==> src/include/lmx_regs.svh <==
// lmx_regs.svh: encodings, field positions and fixed values for the load and min/max slice.
// assumes a 32-bit syllable and a 64-entry general register file.
`ifndef LMX_REGS_SVH
`define LMX_REGS_SVH
`define LMX_CLASS_HI 29
`define LMX_CLASS_LO 28
`define LMX_CLASS_LDST 2'h2
`define LMX_CLASS_ALU 2'h0
`define LMX_LDOP_HI 27
`define LMX_LDOP_LO 24
`define LMX_OP_LDHU 4'h2
`define LMX_OP_LDW 4'h0
`define LMX_DISMISS_BIT 23
`define LMX_IMMFORM_BIT 27
`define LMX_BIT26 26
`define LMX_ALUOP_HI 25
`define LMX_ALUOP_LO 21
`define LMX_OP_MAX 5'h10
`define LMX_OP_MAXU 5'h11
`define LMX_OP_MIN 5'h12
`define LMX_OP_MINU 5'h13
`define LMX_IMM_HI 20
`define LMX_IMM_LO 12
`define LMX_IDEST_HI 11
`define LMX_IDEST_LO 6
`define LMX_DEST_HI 17
`define LMX_DEST_LO 12
`define LMX_SECOND_SOURCE_FIELD_HI 11
`define LMX_SECOND_SOURCE_FIELD_LO 6
`define LMX_FIRST_SOURCE_FIELD_HI 5
`define LMX_FIRST_SOURCE_FIELD_LO 0
`define LMX_RET_REG 6'h3F
`define LMX_HALF_MASK 32'h0000FFFF
`define LMX_ZERO_WORD 32'h00000000
`define LMX_HALF_ALIGN 32'h00000001
`define LMX_WORD_ALIGN 32'h00000003
`endif
==> src/include/lmx_pkg.sv <==
// lmx_pkg.sv: carrier types for the load and min/max slice.
// assumes lmx_regs.svh supplies the numbers.
package lmx_pkg;
  typedef enum logic [1:0] {
    LMX_IDLE = 2'b00,
    LMX_WAIT = 2'b01
  } lmx_state_t;
  typedef struct packed {
    logic [31:0] addr;
    logic        word;
    logic        dismiss;
    logic        valid;
  } lmx_mem_req_t;
  typedef struct packed {
    logic [5:0]  dest;
    logic [31:0] data;
    logic        valid;
  } lmx_wb_t;
  typedef struct packed {
    logic data_breakpoint_fault;
    logic control_space_access_fault;
    logic control_space_unmapped_fault;
    logic data_translation_fault;
    logic alignment_fault;
  } lmx_fault_t;
endpackage

==> src/hdl/lmx_exec.sv <==
// lmx_exec.sv: decodes and executes unsigned half-word and word loads and min/max.
// assumes one syllable per cycle, memory answers in the same cycle as a request,
// and the issue logic keeps bundle and link register restrictions.
`timescale 1ns/100ps
`default_nettype none
`include "lmx_regs.svh"
module lmx_exec (
  // clock, reset, enable
  input wire logic clk,
  input wire logic rst_b,
  input wire logic ce,
  // issue side
  input wire logic issue_valid,
  input wire logic [31:0] syllable,
  input wire logic [31:0] first_source_value,
  input wire logic [31:0] second_source_value,
  // checks from translation, breakpoint and control space
  input wire logic breakpoint_hit,
  input wire logic translation_miss,
  input wire logic in_control_space,
  input wire logic control_reg_unmapped,
  input wire logic control_reg_denied,
  // memory and control register answer
  input wire logic [31:0] read_data,
  // outputs
  output lmx_pkg::lmx_mem_req_t mem_req,
  output lmx_pkg::lmx_wb_t alu_wb,
  output lmx_pkg::lmx_wb_t load_wb,
  output lmx_pkg::lmx_fault_t fault,
  output logic illegal_op
);
  ////////////////////////////////////////////////////////////////////////////
  function automatic logic [31:0] sext9(input logic [8:0] v);
    sext9 = {{23{v[8]}}, v};
  endfunction
  function automatic logic less(input logic [31:0] a, input logic [31:0] b,
                                input logic sgn);
    less = sgn ? ($signed(a) < $signed(b)) : (a < b);
  endfunction
  ////////////////////////////////////////////////////////////////////////////
  // decode
  logic [1:0] cls;
  logic [3:0] ldop;
  logic [4:0] aluop;
  logic is_ldhu, is_ldw, is_load, is_mm, dism, immf;
  logic [31:0] imm, ea, opb, mm_res;
  logic [5:0] ld_dest, mm_dest;
  logic misal, ld_fault, gt, lt;
  assign cls = syllable[`LMX_CLASS_HI:`LMX_CLASS_LO];
  assign ldop = syllable[`LMX_LDOP_HI:`LMX_LDOP_LO];
  assign aluop = syllable[`LMX_ALUOP_HI:`LMX_ALUOP_LO];
  assign dism = syllable[`LMX_DISMISS_BIT];
  assign immf = syllable[`LMX_IMMFORM_BIT];
  assign imm = sext9(syllable[`LMX_IMM_HI:`LMX_IMM_LO]);
  assign is_ldhu = issue_valid && cls == `LMX_CLASS_LDST && ldop == `LMX_OP_LDHU;
  assign is_ldw = issue_valid && cls == `LMX_CLASS_LDST && ldop == `LMX_OP_LDW;
  assign is_load = is_ldhu || is_ldw;
  assign is_mm = issue_valid && cls == `LMX_CLASS_ALU && !syllable[`LMX_BIT26]
                 && (aluop == `LMX_OP_MAX || aluop == `LMX_OP_MAXU
                 || aluop == `LMX_OP_MIN || aluop == `LMX_OP_MINU);
  // any general register is a legal word load destination
  assign ld_dest = syllable[`LMX_IDEST_HI:`LMX_IDEST_LO];
  assign mm_dest = immf ? syllable[`LMX_IDEST_HI:`LMX_IDEST_LO]
                        : syllable[`LMX_DEST_HI:`LMX_DEST_LO];
  ////////////////////////////////////////////////////////////////////////////
  // address and checks
  assign ea = imm + first_source_value;
  assign misal = is_ldhu ? |(ea & `LMX_HALF_ALIGN) : |(ea & `LMX_WORD_ALIGN);
  // breakpoint is checked first and masks later faults; dismissable
  // loads in control space raise nothing else
  always_comb begin
    fault = '0;
    if (is_load) begin
      if (breakpoint_hit) begin
        fault.data_breakpoint_fault = 1'b1;
      end else if (in_control_space && !dism) begin
        if (is_ldhu) begin
          fault.control_space_access_fault = 1'b1;
        end else begin
          fault.control_space_access_fault = control_reg_denied;
          fault.control_space_unmapped_fault = control_reg_unmapped && !control_reg_denied;
        end
      end else if (!in_control_space) begin
        fault.data_translation_fault = translation_miss;
        fault.alignment_fault = misal && !translation_miss;
      end
    end
  end
  assign ld_fault = |fault;
  ////////////////////////////////////////////////////////////////////////////
  // min/max
  assign opb = immf ? imm : second_source_value;
  assign gt = less(opb, first_source_value, aluop == `LMX_OP_MAX);
  assign lt = less(first_source_value, opb, aluop == `LMX_OP_MIN);
  always_comb begin
    case (aluop)
      `LMX_OP_MAX, `LMX_OP_MAXU: mm_res = gt ? first_source_value : opb;
      `LMX_OP_MIN, `LMX_OP_MINU: mm_res = lt ? first_source_value : opb;
      default: mm_res = opb;
    endcase
  end
  ////////////////////////////////////////////////////////////////////////////
  // registered outputs: min/max result one cycle after issue
  logic illegal_q;
  always_ff @(posedge clk or negedge rst_b) begin
    if (!rst_b) begin
      alu_wb <= '0;
    end else if (ce) begin
      alu_wb.valid <= is_mm;
      alu_wb.dest <= mm_dest;
      alu_wb.data <= mm_res;
    end
  end
  // control space dismissable loads issue no memory request
  always_ff @(posedge clk or negedge rst_b) begin
    if (!rst_b) begin
      mem_req <= '0;
    end else if (ce) begin
      mem_req.valid <= is_load && !ld_fault && !(dism && in_control_space);
      mem_req.addr <= ea;
      mem_req.word <= is_ldw;
      mem_req.dismiss <= dism;
    end
  end
  always_ff @(posedge clk or negedge rst_b) begin
    if (!rst_b) begin
      illegal_q <= 1'b0;
    end else if (ce) begin
      // half-word loads must not target the return target register
      illegal_q <= is_ldhu && ld_dest == `LMX_RET_REG;
    end
  end
  ////////////////////////////////////////////////////////////////////////////
  // load pipeline: issue stage then return stage, result two cycles after issue
  lmx_pkg::lmx_state_t st_q;
  logic [5:0] p_dest_q;
  logic p_half_q, p_zero_q;
  logic [31:0] ld_data;
  logic [37:0] stage_q;
  always_ff @(posedge clk or negedge rst_b) begin
    if (!rst_b) begin
      st_q <= lmx_pkg::LMX_IDLE;
      p_dest_q <= 6'h0;
      p_half_q <= 1'b0;
      p_zero_q <= 1'b0;
    end else if (ce) begin
      case (st_q)
        lmx_pkg::LMX_IDLE, lmx_pkg::LMX_WAIT: begin
          st_q <= (is_load && !ld_fault) ? lmx_pkg::LMX_WAIT : lmx_pkg::LMX_IDLE;
          p_dest_q <= ld_dest;
          p_half_q <= is_ldhu;
          p_zero_q <= dism && in_control_space;
        end
        default: st_q <= lmx_pkg::LMX_IDLE;
      endcase
    end
  end
  always_comb begin
    if (p_zero_q) begin
      ld_data = `LMX_ZERO_WORD;
    end else if (p_half_q) begin
      ld_data = read_data & `LMX_HALF_MASK;
    end else begin
      ld_data = read_data;
    end
  end
  lmx_stage u_ret (
    .clk(clk),
    .rst_b(rst_b),
    .en(ce),
    .d({p_dest_q, ld_data}),
    .q(stage_q)
  );
  logic ld_valid_q;
  always_ff @(posedge clk or negedge rst_b) begin
    if (!rst_b) begin
      ld_valid_q <= 1'b0;
    end else if (ce) begin
      ld_valid_q <= st_q == lmx_pkg::LMX_WAIT;
    end
  end
  assign load_wb.valid = ld_valid_q;
  assign load_wb.dest = stage_q[37:32];
  assign load_wb.data = stage_q[31:0];
  assign illegal_op = illegal_q;
endmodule
`default_nettype wire

==> src/hdl/lmx_stage.sv <==
// lmx_stage.sv: 38-bit pipeline register (destination and data word) with enable, used for the load return stage.
// assumes the caller gates en with its clock enable.
`timescale 1ns/100ps
`default_nettype none
module lmx_stage (
  // clock and reset
  input wire logic clk,
  input wire logic rst_b,
  // data
  input wire logic en,
  input wire logic [37:0] d,
  output logic [37:0] q
);
  always_ff @(posedge clk or negedge rst_b) begin
    if (!rst_b) begin
      q <= 38'h0;
    end else if (en) begin
      q <= d;
    end
  end
endmodule
`default_nettype wire

==> config.mk <==
export PLATFORM = sky130hd
export DESIGN_NAME = lmx_exec
export DESIGN_NICKNAME = d
export VERILOG_FILES = /design/src/include/lmx_pkg.sv /design/src/hdl/lmx_exec.sv /design/src/hdl/lmx_stage.sv
export VERILOG_INCLUDE_DIRS = /design/src /design/src/include
export SDC_FILE = /design/constraint.sdc
export NUM_CORES = 1
export LEC_CHECK = 0
export BUFFER_PORTS_ARGS = -buffer_cell sky130_fd_sc_hd__buf_4
export CORE_MARGIN = 2
export CORE_UTILIZATION = 52
export DETAILED_ROUTE_END_ITERATION = 10
export PLACE_DENSITY_LB_ADDON = 0.15
export SETUP_SLACK_MARGIN = 0.02
export SYNTH_ARGS = -nofsm -noshare
export SYNTH_HDL_FRONTEND = slang
export SYNTH_SLANG_ARGS = --single-unit
==> constraint.sdc <==
create_clock -name clk -period 1.9 [get_ports clk]
set_clock_uncertainty 0.1 [all_clocks]
set_input_delay 0.38 -clock clk [delete_from_list [all_inputs] [get_ports clk]]
set_output_delay 0.38 -clock clk [all_outputs]
set_load 0.1 [all_outputs]
==> impl_metrics.toml, run 1 <==
[logic_synthesis]
synth.distinct_cells = 69
ys_seq_area_frac = 0.348
postSynth.topFlopCell = "dfrtp_1"
asyncSetResetFlopFracSynth = 1.00
yosysWarningCount = 0
leading_cell_types_by_total_area_after_synthesis = "dfrtp_1, ha_1, mux2_2"
netlist_area_um2 = 8830
syn-num-nets = 1198
synth.cells.most_frequent = "dfrtp_1, inv_1, ha_1"
synth_edf_count = 0
synth_area_per_cell_um2 = 9.15
synth_area_leader_cell = "dfrtp_1"
yosys_register_bits = 123
synth_top_area_share = 0.348
netlist_instances = 965
post-synth-top-count-cell = "dfrtp_1"

[cts]
htree_num_levels = 4
clkSinkCount = 123
cts_buf_count = 17
cts_root_buf = "clkbuf_16"
cts_max_path_buffers = 2

[placed_design]
detailedPlace.worstSlack_ns = -1.61
gp_routability_congestion = 0.955
io_buffers = 247
dpl.hpwl_um = 22500

[floorplan]
top_level_ports = 256
die-height_um = 134
die_w_um = 134
num_rows = 47
floorplan.initialDensity = 0.533

[global_routing]
pin_count_of_the_biggest_net_entering_global_routing = 99
grt_use_total = 0.699
grt_overflow = 13

[outcome]
status = "stopped before the end"
error = "[ERROR GRT-0232] Routing congestion too high. Check the congestion heatmap in the GUI."
failing_step = "global routing"

[sta]
worst_path_end_type = "register data pin"
timing.grt.repair.worst_endpoint = "alu_wb[4]$_DFFE_PN0P_/D"
routing by layer:
metal,GRT usage,overflow
met1,0.683,0
met2,0.925,9
met3,0.482,0
met4,0.739,4
met5,0.0722,0
through the flow:
stage / cell area (µm²) / std cells / hold WS [ns] / setup TNS, ns
3_3_place_gp: 13300 / 1604 / 0.331 / -70.71
3_5_place_dp: 13300 / 1604 / 0.348 / -76.75
4_1_cts: 15400 / 1689 / 0.0531 / -42.29
2_1_floorplan: 9710 / 965 / -0.0156 / -45.85
cell families after synthesis:
family	synth area share
flip-flops	0.348
AO/OA/AOI/OAI	0.235
buffers and inverters	0.0684
adder cells (fa/ha/maj)	0.137
multiplexers	0.0603
XOR/XNOR	0.0208
AND/OR/NAND/NOR	0.130
timing repair:
action                                  in CTS
hold buffers                                 1
resized for setup                          221
endpoints found under the setup margin      62
hold endpoints to repair                   123
buffers inserted                            43
pin swaps                                   93
gates cloned                                11
==> inputs of run 2 (changes only) <==
--- a/config.mk
+++ b/config.mk
@@ -8,10 +8,9 @@
 export LEC_CHECK = 0
 export BUFFER_PORTS_ARGS = -buffer_cell sky130_fd_sc_hd__buf_4
 export CORE_MARGIN = 2
-export CORE_UTILIZATION = 52
+export CORE_UTILIZATION = 37
 export DETAILED_ROUTE_END_ITERATION = 10
 export PLACE_DENSITY_LB_ADDON = 0.15
-export SETUP_SLACK_MARGIN = 0.02
 export SYNTH_ARGS = -nofsm -noshare
 export SYNTH_HDL_FRONTEND = slang
 export SYNTH_SLANG_ARGS = --single-unit
==> run 2 against run 1 <==
The flow now finishes, with violations (negative setup slack). Synthesized cell count did not move. Synthesized area did not move.
==> impl_metrics.toml, run 2 <==
[critical_path]
reg2regPathDepth = 2
timing_worst_setup_path_type = "in -> reg"
worst-path-max-fanout = 6
critical_path.cell_chain = "buf_16, nand2_8, o21ai_2, ha_4, nand3_2, or4_4, or2_4, o311ai_4, a31o_4, buf_12, nor3_4, o31ai_2"
required_ns = 2.12
r2r_setup_slack_ns = 0.52
r2r-end = "u_ret.q[9]"
worstSetupEndpointType = "flip-flop"
crit_slowest_cell = "or4_4"
critPathTopFamily = "simple AND/OR/NAND/NOR gates"
crit_path_end = "alu_wb[19]"
worst-path-stages = 12
worstPathBufferInverterCount = 2
critPathMaxStageDelay_ns = 0.49
worst_ep_arrival_time_ns = 3.12
cp-start-kind = "primary input"
startpoint = "syllable[20]"
worst_flop_to_flop_path_startpoint = "p_zero_q"

[logic_synthesis]
synth_top_area_share = 0.348
leading_cell_types_by_total_area_after_synthesis = "dfrtp_1, ha_1, mux2_2"
asyncSetResetFlopFracSynth = 1.00
netlist_area_um2 = 8830
yosysWarningCount = 0
synth.cells.most_frequent = "dfrtp_1, inv_1, ha_1"
synth_area_per_cell_um2 = 9.15
synth_edf_count = 0
synth.distinct_cells = 69
postSynth.topFlopCell = "dfrtp_1"
netlist_instances = 965
ys_seq_area_frac = 0.348
syn-num-nets = 1198
yosys_register_bits = 123
synth_area_leader_cell = "dfrtp_1"
post-synth-top-count-cell = "dfrtp_1"

[floorplan]
floorplan.initialDensity = 0.376
die_w_um = 159
area_of_the_die_um2 = 25100
num_rows = 56
die-height_um = 159
top_level_ports = 256
placeableCoreArea_um2 = 23500

[route]
post_drt_via_cell_ratio = 5.16
drt_first_pass_iters = 5
wire_per_inst_um = 18.1
drt_wl_total_um = 32200
detailedRoute.firstIterationViolations = 364
total_via_count_in_the_routed_design = 9198
drt_drc_violations_left = 0
final_antenna_net_count = 0

[cells_and_area]
drive_above_1_share = 0.556
top_regs = "alu_wb: 39 flops, u_ret.q: 38 flops, mem_req: 35 flops"
finish.instance_area_um2 = 15700
registers.top_by_ff_count = "alu_wb"
area_growth_pct = 77.5
layout_common_cells = "buf_4, dfrtp_1, inv_1, ha_1, nand2_1"
utilization_after_layout = 0.668
antenna-diode-count = 0
finish.net_count = 1684
mostFrequentLayoutCell = "buf_4"
max_reg_flops = 39

[sta]
timing.final.max_slew_violations = 0
finalWorstSetupSlack_ns = -0.993
layout_min_cycle_time_ns = 2.89
final-hold-violation-count = 0
rsz0062_at_grt = "yes"
period_share = 1.52
final-setup-viol-count = 62
clock.fmax_ghz = 0.346
tightest_slew_ns = 0.530
timing.max_slew.rel_slack = 0.645
hold_slack_ns = 0.0729

[cts]
register_clock_pin_slew_on_the_reported_worst_setup_and_hold_paths_ns = 0.07
cts_max_path_buffers = 2
cts_tree = "yes"
worstSkewPairLatency_ns = 0.42
htree_num_levels = 4
clkSinkCount = 123
cts_buf_count = 17
cts_root_buf = "clkbuf_16"

[worst_hold_path]
hold_path_class = "in -> reg"
worst_hold_startpoint = "read_data[25]"

[power_and_ir_drop]
powerDensity_nw_per_um2 = 837
leakage_uw = 0.00746
power.ir.vdd_worst_uv = 632
fin_total_pwr_uw = 13100

[placed_design]
gp_routability_congestion = 0.882
io_buffers = 247
placement.cell_area_um2 = 13400
dpl.hpwl_um = 22600

[outcome]
status = "complete, but fails checks"
violated_checks = "negative setup slack"

[global_routing]
pin_count_of_the_biggest_net_entering_global_routing = 51
grt_antenna_before_repair = 0
grt_first_pass_wirelength_um = 47900
via_count_of_the_first_global_routing_pass = 9116
grt_overflow = 0
grt_use_total = 0.245

[job]
maxCapViolCount = 0
## run 2: cell counts after synthesis
No cell type changed its count.
## run 2: through the flow
step	worst slack, ns	TNS [ns]	cells
after global routing	-1.05	-47.57	1783
after floorplan	-1.21	-45.85	965
after global placement	-1.56	-76.91	1700
final	-0.993	-42.83	1783
after CTS	-0.908	-37.42	1764
after detailed placement	-1.62	-79.02	1700
## run 2: power by group
part | switching (µW) | internal [µW]
clock network | 1530 | 1780
registers | 217 | 2970
logic | 4370 | 2260
total | 6120 | 7010
## run 2: area by class of cell
cell class / count / area (µm²)
tap: 319 / 399
inverter: 106 / 402
fill: 1870 / 7790
multi-input combinational: 694 / 6770
clock inverter: 15 / 174
sequential: 123 / 3080
clock buffer: 17 / 425
timing repair buffer: 509 / 4430
## run 2: repair_timing
item	in CTS	in global routing
resized for setup	134	96
setup endpoints to repair	63	63
gates cloned	7	5
pin swaps	54	67
setup buffers	28	18
hold endpoints to repair	37	0
hold buffers	1	0
## run 2: logic make-up after synthesis
logic type | Yosys count | share of synthesized area
compound gates | 293 | 0.235
xor+xnor | 21 | 0.0208
fa+ha+maj | 96 | 0.137
buf+inv | 151 | 0.0684
flops | 123 | 0.348
mux | 48 | 0.0603
simple gates | 233 | 0.130
## run 2: how the worst min path moves through the flow
stage / slack [ns] / end / cells after the start
after floorplan: -0.02 / alu_wb[0] / 0
after global placement: 0.15 / alu_wb[30] / 1
after detailed placement: 0.14 / alu_wb[30] / 1
after CTS: 0.06 / u_ret.q[31] / 2
after global routing: 0.06 / u_ret.q[18] / 2
final: 0.07 / u_ret.q[25] / 2
## run 2: layer usage
metal	track usage	routed length [µm]	up-vias
li1	-	-	4459
met1	0.316	14200	4460
met2	0.421	16000	233
met3	0.0351	1210	46
met4	0.0802	756	0
met5	0	0	-
No activity file was read; power rests on OpenSTA's default activity.
